**src/gpp_pkg.sv**
```systemverilog
// Constants, register map and encodings for the GPIO port block
// How it works
// - Mode 0: enabled pin interrupts while low
// - Mode 1: interrupt while pin differs latch
// - Latch 0 means high, 1 means low
// - Disabled pin never interrupts
// - Per-pin latch keeps last data read
// - Output from data register or alternate
// - Function enable selects bypass automatically
// - Bypass register bit routes internal signal
// - Bypass leaves drive mode untouched
// - Registers read back; data reads pins
// - Unimplemented pin bits read zero
// - Data bit sets drive high/low
// - Enable bit gates same-position pin
// - Four-pin port uses low enables only
// - One global mode bit for all
// - Register set replicated per port
// - Interrupt holds until condition removed
// - Enabling a matching pin interrupts immediately
// - Mode bit is config bit 0
// - Analog high-Z pin reads zero
package gpp_pkg;
  localparam int PIN_W = 8;
  localparam int ADDR_W = 12;
  localparam int PORT_SHIFT = 5;
  // Per-port register offsets, port base is port number shifted
  localparam logic [11:0] OFS_DATA = 12'h000;
  localparam logic [11:0] OFS_IE = 12'h004;
  localparam logic [11:0] OFS_DM0 = 12'h008;
  localparam logic [11:0] OFS_DM1 = 12'h00C;
  localparam logic [11:0] OFS_BYP = 12'h010;
  // Global registers
  localparam logic [11:0] OFS_CFG = 12'h100;
  localparam logic [11:0] OFS_STAT = 12'h104;
  // Reset values
  localparam logic [7:0] RST_DATA = 8'h00;
  localparam logic [7:0] RST_IE = 8'h00;
  localparam logic [7:0] RST_DM0 = 8'h00;
  localparam logic [7:0] RST_DM1 = 8'hFF;
  localparam logic [7:0] RST_BYP = 8'h00;
  localparam logic RST_MODE = 1'b0;
  localparam int CFG_MODE_BIT = 0;
  // Drive mode codes {high, low}
  localparam logic [1:0] DM_RES_PULL = 2'h0;
  localparam logic [1:0] DM_STRONG = 2'h1;
  localparam logic [1:0] DM_HIZ = 2'h2;
  localparam logic [1:0] DM_OPEN = 2'h3;
  // Unimplemented pins
  localparam int UNIMP_A_PORT = 0;
  localparam int UNIMP_A_PIN = 5;
  localparam int UNIMP_B_PORT = 2;
  localparam int UNIMP_B_PIN = 6;
  localparam logic [7:0] FOUR_PIN_MASK = 8'h0F;
  // Bus responses
  localparam logic [1:0] RESP_OKAY = 2'h0;
  localparam logic [1:0] RESP_SLVERR = 2'h2;
endpackage : gpp_pkg

```
**src/gpp_port.sv**
```systemverilog
// GPIO port array with per-pin interrupts, bypass and AXI4-Lite registers
`timescale 1ns/10ps
module gpp_port
  import gpp_pkg::*;
#(
  parameter int NUM_PORTS = 5,
  parameter logic [NUM_PORTS-1:0] FOUR_PIN_PORTS = '0
)
(
  // Clock and reset
  input wire logic mclk_i,
  input wire logic arst_n_i,
  // AXI4-Lite write address
  input wire logic awvalid_i,
  output logic awready_o,
  input wire logic [ADDR_W-1:0] awaddr_i,
  // AXI4-Lite write data
  input wire logic wvalid_i,
  output logic wready_o,
  input wire logic [31:0] wdata_i,
  input wire logic [3:0] wstrb_i,
  // AXI4-Lite write response
  output logic bvalid_o,
  input wire logic bready_i,
  output logic [1:0] bresp_o,
  // AXI4-Lite read address
  input wire logic arvalid_i,
  output logic arready_o,
  input wire logic [ADDR_W-1:0] araddr_i,
  // AXI4-Lite read data
  output logic rvalid_o,
  input wire logic rready_i,
  output logic [31:0] rdata_o,
  output logic [1:0] rresp_o,
  // Pins
  input wire logic [NUM_PORTS*PIN_W-1:0] pin_i,
  output logic [NUM_PORTS*PIN_W-1:0] pin_o,
  output logic [NUM_PORTS*PIN_W-1:0] pin_oe_n_o,
  output logic [NUM_PORTS*PIN_W-1:0] pin_pullup_o,
  // Internal function bypass
  input wire logic [NUM_PORTS*PIN_W-1:0] func_alt_sel_i,
  input wire logic [NUM_PORTS*PIN_W-1:0] alt_data_i,
  // Shared GPIO interrupt line
  output logic irq_n_o
);

  // Pins that exist on a given port
  function automatic logic [7:0] impl_mask(input int port, input logic four);
    logic [7:0] m;
    m = four ? FOUR_PIN_MASK : 8'hFF;
    if (port == UNIMP_A_PORT)
    begin
      m[UNIMP_A_PIN] = 1'b0;
    end
    if (port == UNIMP_B_PORT)
    begin
      m[UNIMP_B_PIN] = 1'b0;
    end
    return m;
  endfunction : impl_mask

  // Byte address of a per-port register
  function automatic logic [11:0] reg_addr(input int port, input logic [11:0] ofs);
    logic [11:0] b;
    b = 12'(port) << PORT_SHIFT;
    return b + ofs;
  endfunction : reg_addr

  // Whether an address names a mapped register
  function automatic logic addr_ok(input logic [11:0] a);
    logic ok;
    ok = (a == OFS_CFG) || (a == OFS_STAT);
    for (int q = 0; q < NUM_PORTS; q++)
    begin
      for (int k = 0; k <= 4; k++)
      begin
        if (a == reg_addr(q, 12'(k * 4)))
        begin
          ok = 1'b1;
        end
      end
    end
    return ok;
  endfunction : addr_ok

  // Reset release and pin synchronisers
  logic rst_q1_r;
  logic rst_n_r;
  logic [NUM_PORTS*PIN_W-1:0] pin_s1_r;
  logic [NUM_PORTS*PIN_W-1:0] pin_s2_r;

  // Register file and per-pin state
  logic [7:0] data_r [NUM_PORTS];
  logic [7:0] ie_r [NUM_PORTS];
  logic [7:0] dm0_r [NUM_PORTS];
  logic [7:0] dm1_r [NUM_PORTS];
  logic [7:0] byp_r [NUM_PORTS];
  logic [7:0] latch_r [NUM_PORTS];
  logic [7:0] lvl [NUM_PORTS];
  logic [NUM_PORTS-1:0] port_irq;
  logic mode_r;
  logic irq_n_r;

  // Bus slave state
  logic aw_full_r;
  logic w_full_r;
  logic [11:0] aw_addr_r;
  logic [7:0] w_byte_r;
  logic w_lane0_r;
  logic bvalid_r;
  logic [1:0] bresp_r;
  logic rvalid_r;
  logic [31:0] rdata_r;
  logic [1:0] rresp_r;
  logic [31:0] rd_word;

  // Bus decode
  wire wr_go = aw_full_r && w_full_r && !bvalid_r;
  wire wr_en = wr_go && w_lane0_r;
  wire rd_go = arvalid_i && arready_o;
  wire cfg_wr = wr_en && (aw_addr_r == OFS_CFG);

  // Handshake outputs
  assign awready_o = !aw_full_r && !bvalid_r;
  assign wready_o = !w_full_r && !bvalid_r;
  assign arready_o = !rvalid_r;
  assign bvalid_o = bvalid_r;
  assign bresp_o = bresp_r;
  assign rvalid_o = rvalid_r;
  assign rdata_o = rdata_r;
  assign rresp_o = rresp_r;
  assign irq_n_o = irq_n_r;

  // Reset release through two flops
  always_ff @(posedge mclk_i or negedge arst_n_i)
  begin
    if (!arst_n_i)
    begin
      rst_q1_r <= 1'b0;
      rst_n_r <= 1'b0;
    end
    else
    begin
      rst_q1_r <= 1'b1;
      rst_n_r <= rst_q1_r;
    end
  end

  // Pin levels enter through two flops
  always_ff @(posedge mclk_i or negedge rst_n_r)
  begin
    if (!rst_n_r)
    begin
      pin_s1_r <= '0;
      pin_s2_r <= '0;
    end
    else
    begin
      pin_s1_r <= pin_i;
      pin_s2_r <= pin_s1_r;
    end
  end

  // One copy of the register set per port
  genvar p;
  generate
    for (p = 0; p < NUM_PORTS; p++)
    begin : g_port
      wire [7:0] imp = impl_mask(p, FOUR_PIN_PORTS[p]);
      wire [7:0] hiz = dm1_r[p] & ~dm0_r[p];
      wire [7:0] sel = byp_r[p] | func_alt_sel_i[p*PIN_W +: PIN_W];
      wire [7:0] alt = alt_data_i[p*PIN_W +: PIN_W];
      wire [7:0] outv = (sel & alt) | (~sel & data_r[p]);
      wire [7:0] stg = dm0_r[p] & ~dm1_r[p];
      wire [7:0] lowdrv = ~(dm1_r[p] ^ dm0_r[p]);
      wire [7:0] drv = stg | (lowdrv & ~outv);
      wire [7:0] want;
      wire [7:0] irq_pin;
      wire wr_data = wr_en && (aw_addr_r == reg_addr(p, OFS_DATA));
      wire wr_ie = wr_en && (aw_addr_r == reg_addr(p, OFS_IE));
      wire wr_dm0 = wr_en && (aw_addr_r == reg_addr(p, OFS_DM0));
      wire wr_dm1 = wr_en && (aw_addr_r == reg_addr(p, OFS_DM1));
      wire wr_byp = wr_en && (aw_addr_r == reg_addr(p, OFS_BYP));
      wire rd_data = rd_go && (araddr_i == reg_addr(p, OFS_DATA));

      // Analog high-Z and missing pins read as zero
      assign lvl[p] = pin_s2_r[p*PIN_W +: PIN_W] & ~hiz & imp;
      // Latch 0 asks for high, latch 1 for low
      assign want = mode_r ? (lvl[p] ^ latch_r[p]) : ~lvl[p];
      // Live condition, so it holds until one input changes
      assign irq_pin = ie_r[p] & imp & want;
      assign port_irq[p] = |irq_pin;

      // Register writes and change latch
      always_ff @(posedge mclk_i or negedge rst_n_r)
      begin
        if (!rst_n_r)
        begin
          data_r[p] <= RST_DATA;
          ie_r[p] <= RST_IE;
          dm0_r[p] <= RST_DM0;
          dm1_r[p] <= RST_DM1;
          byp_r[p] <= RST_BYP;
          latch_r[p] <= 8'h00;
        end
        else
        begin
          if (wr_data)
          begin
            data_r[p] <= w_byte_r & imp;
          end
          if (wr_ie)
          begin
            ie_r[p] <= w_byte_r & imp;
          end
          if (wr_dm0)
          begin
            dm0_r[p] <= w_byte_r & imp;
          end
          if (wr_dm1)
          begin
            dm1_r[p] <= w_byte_r | ~imp;
          end
          if (wr_byp)
          begin
            byp_r[p] <= w_byte_r & imp;
          end
          if (rd_data)
          begin
            latch_r[p] <= lvl[p];
          end
        end
      end

      // Pin drive from flops, enable low while driving
      always_ff @(posedge mclk_i or negedge rst_n_r)
      begin
        if (!rst_n_r)
        begin
          pin_o[p*PIN_W +: PIN_W] <= 8'h00;
          pin_oe_n_o[p*PIN_W +: PIN_W] <= 8'hFF;
          pin_pullup_o[p*PIN_W +: PIN_W] <= 8'h00;
        end
        else
        begin
          pin_o[p*PIN_W +: PIN_W] <= outv & imp;
          pin_oe_n_o[p*PIN_W +: PIN_W] <= ~(drv & imp);
          pin_pullup_o[p*PIN_W +: PIN_W] <= ~(dm1_r[p] | dm0_r[p]) & outv & imp;
        end
      end
    end
  endgenerate

  // Global mode bit and shared interrupt line
  always_ff @(posedge mclk_i or negedge rst_n_r)
  begin
    if (!rst_n_r)
    begin
      mode_r <= RST_MODE;
      irq_n_r <= 1'b1;
    end
    else
    begin
      if (cfg_wr)
      begin
        mode_r <= w_byte_r[CFG_MODE_BIT];
      end
      irq_n_r <= ~(|port_irq);
    end
  end

  // Read selection, data register returns pin levels
  always_comb
  begin
    rd_word = 32'h0000_0000;
    if (araddr_i == OFS_CFG)
    begin
      rd_word[CFG_MODE_BIT] = mode_r;
    end
    if (araddr_i == OFS_STAT)
    begin
      rd_word[NUM_PORTS-1:0] = port_irq;
    end
    for (int q = 0; q < NUM_PORTS; q++)
    begin
      if (araddr_i == reg_addr(q, OFS_DATA))
      begin
        rd_word[7:0] = lvl[q];
      end
      if (araddr_i == reg_addr(q, OFS_IE))
      begin
        rd_word[7:0] = ie_r[q];
      end
      if (araddr_i == reg_addr(q, OFS_DM0))
      begin
        rd_word[7:0] = dm0_r[q];
      end
      if (araddr_i == reg_addr(q, OFS_DM1))
      begin
        rd_word[7:0] = dm1_r[q] & impl_mask(q, FOUR_PIN_PORTS[q]);
      end
      if (araddr_i == reg_addr(q, OFS_BYP))
      begin
        rd_word[7:0] = byp_r[q];
      end
    end
  end

  // Write address and data taken in either order
  always_ff @(posedge mclk_i or negedge rst_n_r)
  begin
    if (!rst_n_r)
    begin
      aw_full_r <= 1'b0;
      w_full_r <= 1'b0;
      aw_addr_r <= 12'h000;
      w_byte_r <= 8'h00;
      w_lane0_r <= 1'b0;
    end
    else
    begin
      if (awvalid_i && awready_o)
      begin
        aw_full_r <= 1'b1;
        aw_addr_r <= {awaddr_i[11:2], 2'h0};
      end
      else if (wr_go)
      begin
        aw_full_r <= 1'b0;
      end
      if (wvalid_i && wready_o)
      begin
        w_full_r <= 1'b1;
        w_byte_r <= wdata_i[7:0];
        w_lane0_r <= wstrb_i[0];
      end
      else if (wr_go)
      begin
        w_full_r <= 1'b0;
      end
    end
  end

  // Write response and read data channels
  always_ff @(posedge mclk_i or negedge rst_n_r)
  begin
    if (!rst_n_r)
    begin
      bvalid_r <= 1'b0;
      bresp_r <= RESP_OKAY;
      rvalid_r <= 1'b0;
      rdata_r <= 32'h0000_0000;
      rresp_r <= RESP_OKAY;
    end
    else
    begin
      if (wr_go)
      begin
        bvalid_r <= 1'b1;
        bresp_r <= addr_ok(aw_addr_r) ? RESP_OKAY : RESP_SLVERR;
      end
      else if (bready_i)
      begin
        bvalid_r <= 1'b0;
      end
      if (rd_go)
      begin
        rvalid_r <= 1'b1;
        rdata_r <= rd_word;
        rresp_r <= addr_ok(araddr_i) ? RESP_OKAY : RESP_SLVERR;
      end
      else if (rready_i)
      begin
        rvalid_r <= 1'b0;
      end
    end
  end

endmodule : gpp_port

```
**config.mk**
```make
export PLATFORM = sky130hd
export DESIGN_NAME = gpp_port
export DESIGN_NICKNAME = d
export VERILOG_FILES = /design/src/gpp_pkg.sv /design/src/gpp_port.sv
export SDC_FILE = /design/constraint.sdc
export NUM_CORES = 1
export LEC_CHECK = 0
export BUFFER_PORTS_ARGS = -buffer_cell sky130_fd_sc_hd__buf_2
export CAP_MARGIN = 20
export CORE_MARGIN = 5
export CORE_UTILIZATION = 61
export CTS_BUF_LIST = sky130_fd_sc_hd__clkbuf_16
export CTS_CLUSTER_SIZE = 30
export DETAILED_ROUTE_END_ITERATION = 8
export PLACE_DENSITY = 0.83
export SLEW_MARGIN = 20
export SYNTH_ARGS = -nofsm -noshare
export SYNTH_HDL_FRONTEND = slang
export SYNTH_SLANG_ARGS = --single-unit
export TNS_END_PERCENT = 1
```
**constraint.sdc**
```tcl
create_clock -name mclk_i -period 27.5 [get_ports mclk_i]
set_input_delay 4.125 -clock mclk_i [delete_from_list [all_inputs] [get_ports mclk_i]]
set_output_delay 4.125 -clock mclk_i [all_outputs]
set_load 0.005 [all_outputs]
```
==> metrics.log, run 1 <==
INFO  metric number_of_buffers_added_by_the_clock_tree_synthesis_step = 47
INFO  metric vias_per_cell = 6.02
INFO  metric pwr-share-seq = 0.486
INFO  metric gpl.final_weighted_congestion = 0.974
INFO  metric worst_setup_hold_path_clk_slew = 0.06 ns
INFO  metric detail_route.wl_per_cell = 25.0 um
INFO  metric hpwlAfterDp = 48.6 mm
INFO  metric tritoncts = yes
INFO  metric synth_top_cells_by_count = sky130_fd_sc_hd__dfrtp_1 (378), sky130_fd_sc_hd__mux2_2 (197), sky130_fd_sc_hd__inv_1 (158)
INFO  metric post_synth_instance_area = 0.0216 mm2
INFO  metric drc_errors = 1
INFO  metric violations = design-rule violations
INFO  metric r2r_cells = 8
INFO  metric number_of_enable_type_register_cells_in_the_synthesized_netlist = 0
INFO  metric clk_path_buf_depth = 3
INFO  metric post_route_cells_drive_above_1_share = 0.304
INFO  metric die_h = 198 um
INFO  metric post_cts.repair.setup_buffers = 0
INFO  metric syn-instance-count = 1911
INFO  metric critical-path-max-stage-delay = 0.70 ns
INFO  metric synth_most_common_cell = sky130_fd_sc_hd__dfrtp_1
INFO  metric clock_sink_count = 455
INFO  metric initial_core_util = 0.612
INFO  metric fmax = 141 MHz
INFO  metric clock-skew-final = 0.0196 ns
INFO  metric setup.reg_to_reg.worst_slack = 24.24 ns
INFO  metric path_cells = buf_2 -> nor4_2 -> buf_4 -> nand2_1 -> nor3_1 -> a2111oi_0 -> a31oi_1 -> a211oi_1 -> nand2_1
INFO  metric floorplan.io_pins = 349
INFO  metric timing.critical_path.fanout_max = 34
INFO  metric fill_cells = 2470
INFO  metric finalHoldViolations = 0
INFO  metric cp_common_cell = sky130_fd_sc_hd__nand2_1
INFO  metric final_ant_viol_nets = 0
INFO  metric data_arrival_critical_path = 7.53 ns
INFO  metric synth_area_leaders = sky130_fd_sc_hd__dfrtp_1 (44%), sky130_fd_sc_hd__mux2_2 (10%), sky130_fd_sc_hd__dfstp_2 (9.4%)
INFO  metric post_synth_num_cell_types = 82
INFO  metric finish.cell_count_without_fillers = 2684
INFO  metric cap_viol_max_count = 0
INFO  metric dieArea = 0.0393 mm2
INFO  metric fin_crit_sh = 0.257
INFO  metric critPathLaunchType = input pin
INFO  metric max-vdd-ir-drop = 0.0786 mV
INFO  metric switching_power_summed_over_all_nets = 487 uW
INFO  metric finalWirelength = 67.1 mm
INFO  metric rows = 69
INFO  metric area_growth_syn_to_layout = 15.2%
INFO  metric grt-ovfl-total = 0
INFO  metric grt_pass1_vias = 17031
INFO  metric timing.setup.critical_path_class = in -> reg
INFO  metric mean_syn_cell_area = 11.3 um2
INFO  metric worst_path_max_delay_cell = sky130_fd_sc_hd__a2111oi_0
INFO  metric clk_root_buffer_cell = sky130_fd_sc_hd__clkbuf_16
INFO  metric cp_data_required_time = 27.95 ns
INFO  metric synth.yosys.seq_area_share = 0.531
INFO  metric grt_start_max_net_pins = 186
INFO  metric grt_pass1_wl = 101 mm
INFO  metric diodes = 0
INFO  metric slew_headroom = 0.195
INFO  metric internal-power = 1.16 mW
INFO  metric final_core_util = 0.705
INFO  metric numPortBuffers = 281
INFO  metric setup_repair_after_global_routing_missed_its_margin = no
INFO  metric endpoint_kind = flop
INFO  metric core-area = 0.0353 mm2
INFO  metric report.final.setup_viol = 0
INFO  metric clock_insertion_delay_worst_skew = 0.59 ns
INFO  metric hp-class = reg -> async
INFO  metric drv_slew = 0
INFO  metric synth-main-ff-cell = sky130_fd_sc_hd__dfrtp_1
INFO  metric setup_slack = 20.42 ns
INFO  metric num_vias = 16161
INFO  metric final_cell_area = 0.0249 mm2
INFO  metric place_area = 0.0234 mm2
INFO  metric hold_buffers = 0
INFO  metric first_iter_violations = 1205
INFO  metric crit-reg2reg-capture = rdata_o[0]
INFO  metric synth.top_cell.area_share = 0.437
INFO  metric p_leak = 12.2 nW
INFO  metric post-place-cells = 2595
INFO  metric p_comb_frac = 0.142
INFO  metric globalRouteTotalUtil = 0.340
INFO  metric cellPowerDensity = 66.1 mW/mm2
INFO  metric postCtsResizedCells = 0
INFO  metric outcome = finished, violations left
INFO  metric synth-async-reset-ratio = 1.00
INFO  metric preCtsSetupSlack = 20.00 ns
INFO  metric least_margin_pin_slew = 1.20 ns
INFO  metric fin_setup_tns = 0 ns
INFO  metric die_width = 198 um
INFO  metric h-tree-depth = 2
INFO  metric final_nets = 2485
INFO  metric clock_power_share = 0.372
INFO  metric drt-pass1-iter-count = 9
INFO  metric critical_path.reg2reg.startpoint = mode_r
INFO  metric initial_antenna_violation_count = 2
INFO  metric netSwitchingFraction = 0.295
INFO  metric final_period_minus_worst_setup_slack = 7.08 ns
INFO  metric synth_warnings = 0
INFO  metric synth_area_leader_cell = sky130_fd_sc_hd__dfrtp_1
INFO  metric synth_seq_cells = 455
[sequential cells by signal, summed over array words and instances, names as in the netlist, 8 cells and up]
| signal | flops |
|---|---|
| byp_r | 38 |
| data_r | 38 |
| dm0_r | 38 |
| dm1_r | 38 |
| ie_r | 38 |
| latch_r | 38 |
| pin_o | 38 |
| pin_oe_n_o | 38 |
| pin_pullup_o | 38 |
| pin_s1_r | 38 |
| pin_s2_r | 38 |
| aw_addr_r | 10 |
| rdata_o | 8 |
| w_byte_r | 8 |
[kinds of logic (layout without fill, tap and decap cells)]
| kind of cell | Yosys count | in the layout | synth area share |
|---|---|---|---|
| multiplexers | 243 | 243 | 0.124 |
| AND/OR/NAND/NOR | 479 | 479 | 0.116 |
| XOR/XNOR | 38 | 38 | 0.0154 |
| AO/OA/AOI/OAI | 307 | 307 | 0.0924 |
| buffers and inverters | 272 | 553 | 0.0539 |
| adder cells (fa/ha/maj) | 115 | 115 | 0.0664 |
| flip-flops | 455 | 455 | 0.531 |
| other | 2 | 33 | 0.000347 |
[critical path: cells and delay by family]
| family | cells | cell delay [ns] |
|---|---|---|
| AO/OA/AOI/OAI | 3 | 1.69 |
| AND/OR/NAND/NOR | 4 | 0.90 |
| buffers and inverters | 2 | 0.79 |
[stage by stage]
| step | hold WS, ns | power [mW] |
|---|---|---|
| 2_1_floorplan | 0.331 | 0.923 |
| 3_3_place_gp | 0.332 | 1.03 |
| 3_5_place_dp | 0.335 | 1.04 |
| 4_1_cts | 0.350 | 1.65 |
| 5_1_grt | 0.259 | 1.71 |
| 6_report | 0.230 | 1.65 |
[metal layers]
metal  vias up  global-route usage  wire (um)
met5         -                   0         30
met4         4               0.141       3120
met3       194              0.0630       4640
met2       705               0.570      33100
met1      8189               0.438      26300
li1       7069                   -          -
[area by class of cell]
| type | instances | area [um2] | share of cell area |
|---|---|---|---|
| Sequential cell | 455 | 11500 | 0.461 |
| Clock inverter | 40 | 278 | 0.0112 |
| Multi-Input combinational cell | 1215 | 9140 | 0.367 |
| Timing Repair Buffer | 306 | 1630 | 0.0653 |
| Tap cell | 461 | 577 | 0.0232 |
| Inverter | 159 | 597 | 0.0240 |
| Clock buffer | 48 | 1200 | 0.0482 |
[power groups by stage]
stage | Combinational, mW | Sequential [mW] | Clock, mW
3_5_place_dp | 0.227 | 0.810 | 0
4_1_cts | 0.230 | 0.800 | 0.619
3_3_place_gp | 0.220 | 0.807 | 0
5_1_grt | 0.253 | 0.805 | 0.648
2_1_floorplan | 0.152 | 0.771 | 0
6_report | 0.234 | 0.801 | 0.612
[worst max path at each step]
stage | startpoint | endpoint | slack [ns] | cells after the start
5_1_grt | araddr_i[3] | rdata_o[0] | 20.36 | 9
3_3_place_gp | araddr_i[2] | rdata_o[0] | 19.96 | 9
2_1_floorplan | rst_n_r | aw_addr_r[10] | 14.01 | 0
4_1_cts | araddr_i[2] | rdata_o[0] | 20.58 | 9
6_report | araddr_i[3] | rdata_o[0] | 20.42 | 9
3_5_place_dp | araddr_i[2] | rdata_o[0] | 20.00 | 9
[placed cells by master, fill, tap and decap left out, types with 11 or more instances in the layout]
master,n
sky130_fd_sc_hd__a21oi_1,74
sky130_fd_sc_hd__a22oi_1,24
sky130_fd_sc_hd__buf_2,281
sky130_fd_sc_hd__buf_4,23
sky130_fd_sc_hd__clkbuf_16,48
sky130_fd_sc_hd__conb_1,33
sky130_fd_sc_hd__dfrtp_1,377
sky130_fd_sc_hd__dfstp_2,77
sky130_fd_sc_hd__ha_1,114
sky130_fd_sc_hd__inv_1,172
sky130_fd_sc_hd__mux2_2,197
sky130_fd_sc_hd__mux2i_1,45
sky130_fd_sc_hd__nand2_1,124
sky130_fd_sc_hd__nand2b_1,45
sky130_fd_sc_hd__nand3_1,30
sky130_fd_sc_hd__nor2_1,93
sky130_fd_sc_hd__nor2b_1,83
sky130_fd_sc_hd__nor3_1,32
sky130_fd_sc_hd__nor4_1,15
sky130_fd_sc_hd__o211ai_1,11
sky130_fd_sc_hd__o21ai_0,80
sky130_fd_sc_hd__o21ai_1,11
sky130_fd_sc_hd__xnor2_1,38
No activity file was read; power rests on OpenSTA's default activity.
==> run 2, diff against run 1 <==
--- a/config.mk
+++ b/config.mk
@@ -5,14 +5,15 @@
 export SDC_FILE = /design/constraint.sdc
 export NUM_CORES = 1
 export LEC_CHECK = 0
+export ABC_AREA = 1
 export BUFFER_PORTS_ARGS = -buffer_cell sky130_fd_sc_hd__buf_2
 export CAP_MARGIN = 20
 export CORE_MARGIN = 5
-export CORE_UTILIZATION = 61
+export CORE_UTILIZATION = 51
 export CTS_BUF_LIST = sky130_fd_sc_hd__clkbuf_16
 export CTS_CLUSTER_SIZE = 30
 export DETAILED_ROUTE_END_ITERATION = 8
-export PLACE_DENSITY = 0.83
+export PLACE_DENSITY = 0.74
 export SLEW_MARGIN = 20
 export SYNTH_ARGS = -nofsm -noshare
 export SYNTH_HDL_FRONTEND = slang
==> constraint.sdc (replaced) <==
create_clock -name mclk_i -period 6.35 [get_ports mclk_i]
set_input_delay 0.9525 -clock mclk_i [delete_from_list [all_inputs] [get_ports mclk_i]]
set_output_delay 0.9525 -clock mclk_i [all_outputs]
set_load 0.005 [all_outputs]
==> metrics.log, run 2 <==
INFO  metric setup_repair_after_global_routing_missed_its_margin = no
INFO  metric tritoncts = yes
INFO  metric fin_setup_tns = 0 ns (unchanged)
INFO  metric clock-skew-final = 0.0206 ns (+0.00104 ns)
INFO  metric synth_area_leader_cell = sky130_fd_sc_hd__dfrtp_1
INFO  metric first_iter_violations = 1516 (+26%)
INFO  metric least_margin_pin_slew = 1.12 ns (-0.0829 ns)
INFO  metric number_of_enable_type_register_cells_in_the_synthesized_netlist = 0 (unchanged)
INFO  metric critPathLaunchType = flop
INFO  metric drt-pass1-iter-count = 8 (-1)
INFO  metric setup.reg_to_reg.worst_slack = 1.62 ns (-22.62 ns)
INFO  metric r2r_cells = 23 (+15)
INFO  metric endpoint_kind = flop
INFO  metric cellPowerDensity = 270 mW/mm2 (+310%)
INFO  metric vias_per_cell = 5.31 (-12%)
INFO  metric clock_sink_count = 455 (unchanged)
INFO  metric synth_most_common_cell = sky130_fd_sc_hd__nand2_1
INFO  metric dieArea = 0.0454 mm2 (+16%)
INFO  metric clk_root_buffer_cell = sky130_fd_sc_hd__clkbuf_16
INFO  metric p_leak = 12.0 nW (-1.9%)
INFO  metric synth_top_cells_by_count = sky130_fd_sc_hd__nand2_1 (585), sky130_fd_sc_hd__dfrtp_1 (378), sky130_fd_sc_hd__o21ai_0 (314)
INFO  metric outcome = completed
INFO  metric globalRouteTotalUtil = 0.264 (-0.0760)
INFO  metric drv_slew = 0 (unchanged)
INFO  metric initial_antenna_violation_count = 5 (+3)
INFO  metric final_nets = 2968 (+19%)
INFO  metric data_arrival_critical_path = 5.19 ns (-2.34 ns)
INFO  metric die_width = 213 um (+7.5%)
INFO  metric crit-reg2reg-capture = rdata_o[1]
INFO  metric synth.yosys.seq_area_share = 0.546 (+0.0148)
INFO  metric grt_pass1_vias = 17003 (-0.16%)
INFO  metric preCtsSetupSlack = 1.89 ns (-18.12 ns)
INFO  metric rows = 74 (+7.2%)
INFO  metric post_synth_num_cell_types = 44 (-46%)
INFO  metric post_cts.repair.setup_buffers = 0 (unchanged)
INFO  metric synth_area_leaders = sky130_fd_sc_hd__dfrtp_1 (45%), sky130_fd_sc_hd__nand2_1 (10%), sky130_fd_sc_hd__dfstp_2 (9.6%)
INFO  metric slew_headroom = 0.255 (+0.0606)
INFO  metric die_h = 213 um (+7.5%)
INFO  metric floorplan.io_pins = 349 (unchanged)
INFO  metric grt_start_max_net_pins = 132 (-29%)
INFO  metric number_of_buffers_added_by_the_clock_tree_synthesis_step = 47 (unchanged)
INFO  metric hp-class = in -> async
INFO  metric critical_path.reg2reg.startpoint = mode_r
INFO  metric clk_path_buf_depth = 3 (unchanged)
INFO  metric setup_slack = 1.62 ns (-18.80 ns)
INFO  metric timing.critical_path.fanout_max = 53 (+56%)
INFO  metric final_period_minus_worst_setup_slack = 4.73 ns
INFO  metric initial_core_util = 0.515 (-0.0972)
INFO  metric fmax = 211 MHz
INFO  metric post_synth_instance_area = 0.0210 mm2 (-2.7%)
INFO  metric report.final.setup_viol = 0 (unchanged)
INFO  metric num_vias = 17205 (+6.5%)
INFO  metric hold_buffers = 0 (unchanged)
INFO  metric final_common_cell = sky130_fd_sc_hd__nand2_1
INFO  metric max-vdd-ir-drop = 0.188 mV (+140%)
INFO  metric drc_errors = 0 (-1)
INFO  metric synth-main-ff-cell = sky130_fd_sc_hd__dfrtp_1
INFO  metric grt-ovfl-total = 0 (unchanged)
INFO  metric finalWirelength = 60.6 mm (-9.8%)
INFO  metric grt_pass1_wl = 93.4 mm (-7.3%)
INFO  metric hpwlAfterDp = 44.3 mm (-8.9%)
INFO  metric post_route_cells_drive_above_1_share = 0.164 (-0.140)
INFO  metric cap_viol_max_count = 0 (unchanged)
INFO  metric fin_crit_sh = 0.745
INFO  metric final_ant_viol_nets = 0 (unchanged)
INFO  metric finalHoldViolations = 0 (unchanged)
INFO  metric detail_route.wl_per_cell = 18.7 um (-25%)
INFO  metric h-tree-depth = 2 (unchanged)
INFO  metric synth_seq_cells = 455 (unchanged)
INFO  metric numPortBuffers = 281 (unchanged)
INFO  metric area_growth_syn_to_layout = 15.4%
INFO  metric postCtsResizedCells = 0 (unchanged)
INFO  metric fill_cells = 3542 (+43%)
INFO  metric cp_data_required_time = 6.81 ns (-21.14 ns)
INFO  metric worst_setup_hold_path_clk_slew = 0.06 ns (about the same)
INFO  metric clock_insertion_delay_worst_skew = 0.58 ns (about the same)
INFO  metric core-area = 0.0408 mm2 (+16%)
INFO  metric synth-async-reset-ratio = 1.00 (unchanged)
INFO  metric mean_syn_cell_area = 8.81 um2 (-22%)
INFO  metric syn-instance-count = 2389 (+25%)
INFO  metric synth.top_cell.area_share = 0.450 (+0.0122)
INFO  metric gpl.final_weighted_congestion = 1.00 (+2.9%)
INFO  metric timing.setup.critical_path_class = reg -> reg
INFO  metric synth_warnings = 0 (unchanged)
INFO  metric layout_common_cells = sky130_fd_sc_hd__nand2_1 (585), sky130_fd_sc_hd__dfrtp_1 (377), sky130_fd_sc_hd__o21ai_0 (314), sky130_fd_sc_hd__inv_1 (311), sky130_fd_sc_hd__buf_2 (281)
[run 2: per-stage QoR]
step                      area (um2)  total power [mW]  hold WS [ns]   util  std cells
after floorplan                21200              3.64         0.331      -       2420
after CTS                      24300              6.59         0.125  0.594       3237
after detailed placement       22800              4.00         0.335  0.559       3150
after global placement         22800              3.98         0.334  0.559       3150
after global routing           24300              6.82         0.136  0.594       3237
final                          24300              6.56         0.148  0.595       3241
[run 2: kinds of logic (layout without fill, tap and decap cells)]
logic type                 count (synthesis)  after routing  share of synthesized area
AOI/OAI and AO/OA                        442            442                      0.118
other                                      2             37                   0.000357
and+or+nand+nor                          975            975                      0.187
DFF                                      455            455                      0.546
buffers and inverters                    393            678                     0.0770
adders and majority gates                114            114                     0.0678
muxes                                      7              7                    0.00369
xor gates and xnor gates                   1              1                   0.000416
[run 2: critical path, stage by stage (launching register included)]
cell	delay [ns]
sky130_fd_sc_hd__dfrtp_1	1.00
sky130_fd_sc_hd__inv_2	0.66
sky130_fd_sc_hd__nor2_1	0.24
sky130_fd_sc_hd__nand2_1	0.08
sky130_fd_sc_hd__nand3_1	0.08
sky130_fd_sc_hd__nand2_1	0.07
sky130_fd_sc_hd__nor2_1	0.12
sky130_fd_sc_hd__nand2_1	0.11
sky130_fd_sc_hd__nand2_1	0.08
sky130_fd_sc_hd__nand3_1	0.08
sky130_fd_sc_hd__nor2_1	0.11
sky130_fd_sc_hd__nand4_1	0.13
sky130_fd_sc_hd__nor2_1	0.11
sky130_fd_sc_hd__nand3_1	0.08
sky130_fd_sc_hd__nor2_1	0.40
sky130_fd_sc_hd__nand4_1	0.16
sky130_fd_sc_hd__nor2_1	0.19
sky130_fd_sc_hd__nand4_1	0.10
sky130_fd_sc_hd__nor2_1	0.10
sky130_fd_sc_hd__nand4_1	0.23
sky130_fd_sc_hd__nor2_1	0.22
sky130_fd_sc_hd__nand4_1	0.11
sky130_fd_sc_hd__nand2_1	0.07
sky130_fd_sc_hd__nand2_1	0.06
[run 2: routing by layer]
layer  up-vias  share of wire  track usage
met5         -        0.00021            0
met4         2          0.034       0.0936
met3       140          0.076       0.0542
met2       623           0.48        0.433
met1      8306           0.41        0.351
li1       8134              -            -
[run 2: area by class of cell]
type                       count  area, um2  share of cell area
sequential                   455      11500               0.473
multi-input combinational   1572       8060               0.332
timing repair buffer         289       1500              0.0616
clock buffer                  49       1230              0.0505
inverter                     302       1130              0.0467
tap                          532        666              0.0274
clock inverter                38        205             0.00845
antenna                        4       10.0            0.000412
[run 2: worst max path at each step]
stage          slack (ns)  cells past startpoint  startpoint             to
3_3_place_gp         1.97                     23      mode_r     rdata_o[3]
2_1_floorplan        1.94                      0     rst_n_r  aw_addr_r[10]
4_1_cts              1.84                     22      mode_r     rdata_o[1]
5_1_grt              1.43                     23      mode_r     rdata_o[1]
6_report             1.62                     23      mode_r     rdata_o[1]
3_5_place_dp         1.89                     22      mode_r     rdata_o[1]
[run 2: report_power, final]
part	leakage, nW	internal [mW]	switching (mW)
clock	0.764	1.47	1.13
sequential	5.74	3.08	0.0979
combinational	5.48	0.200	0.583
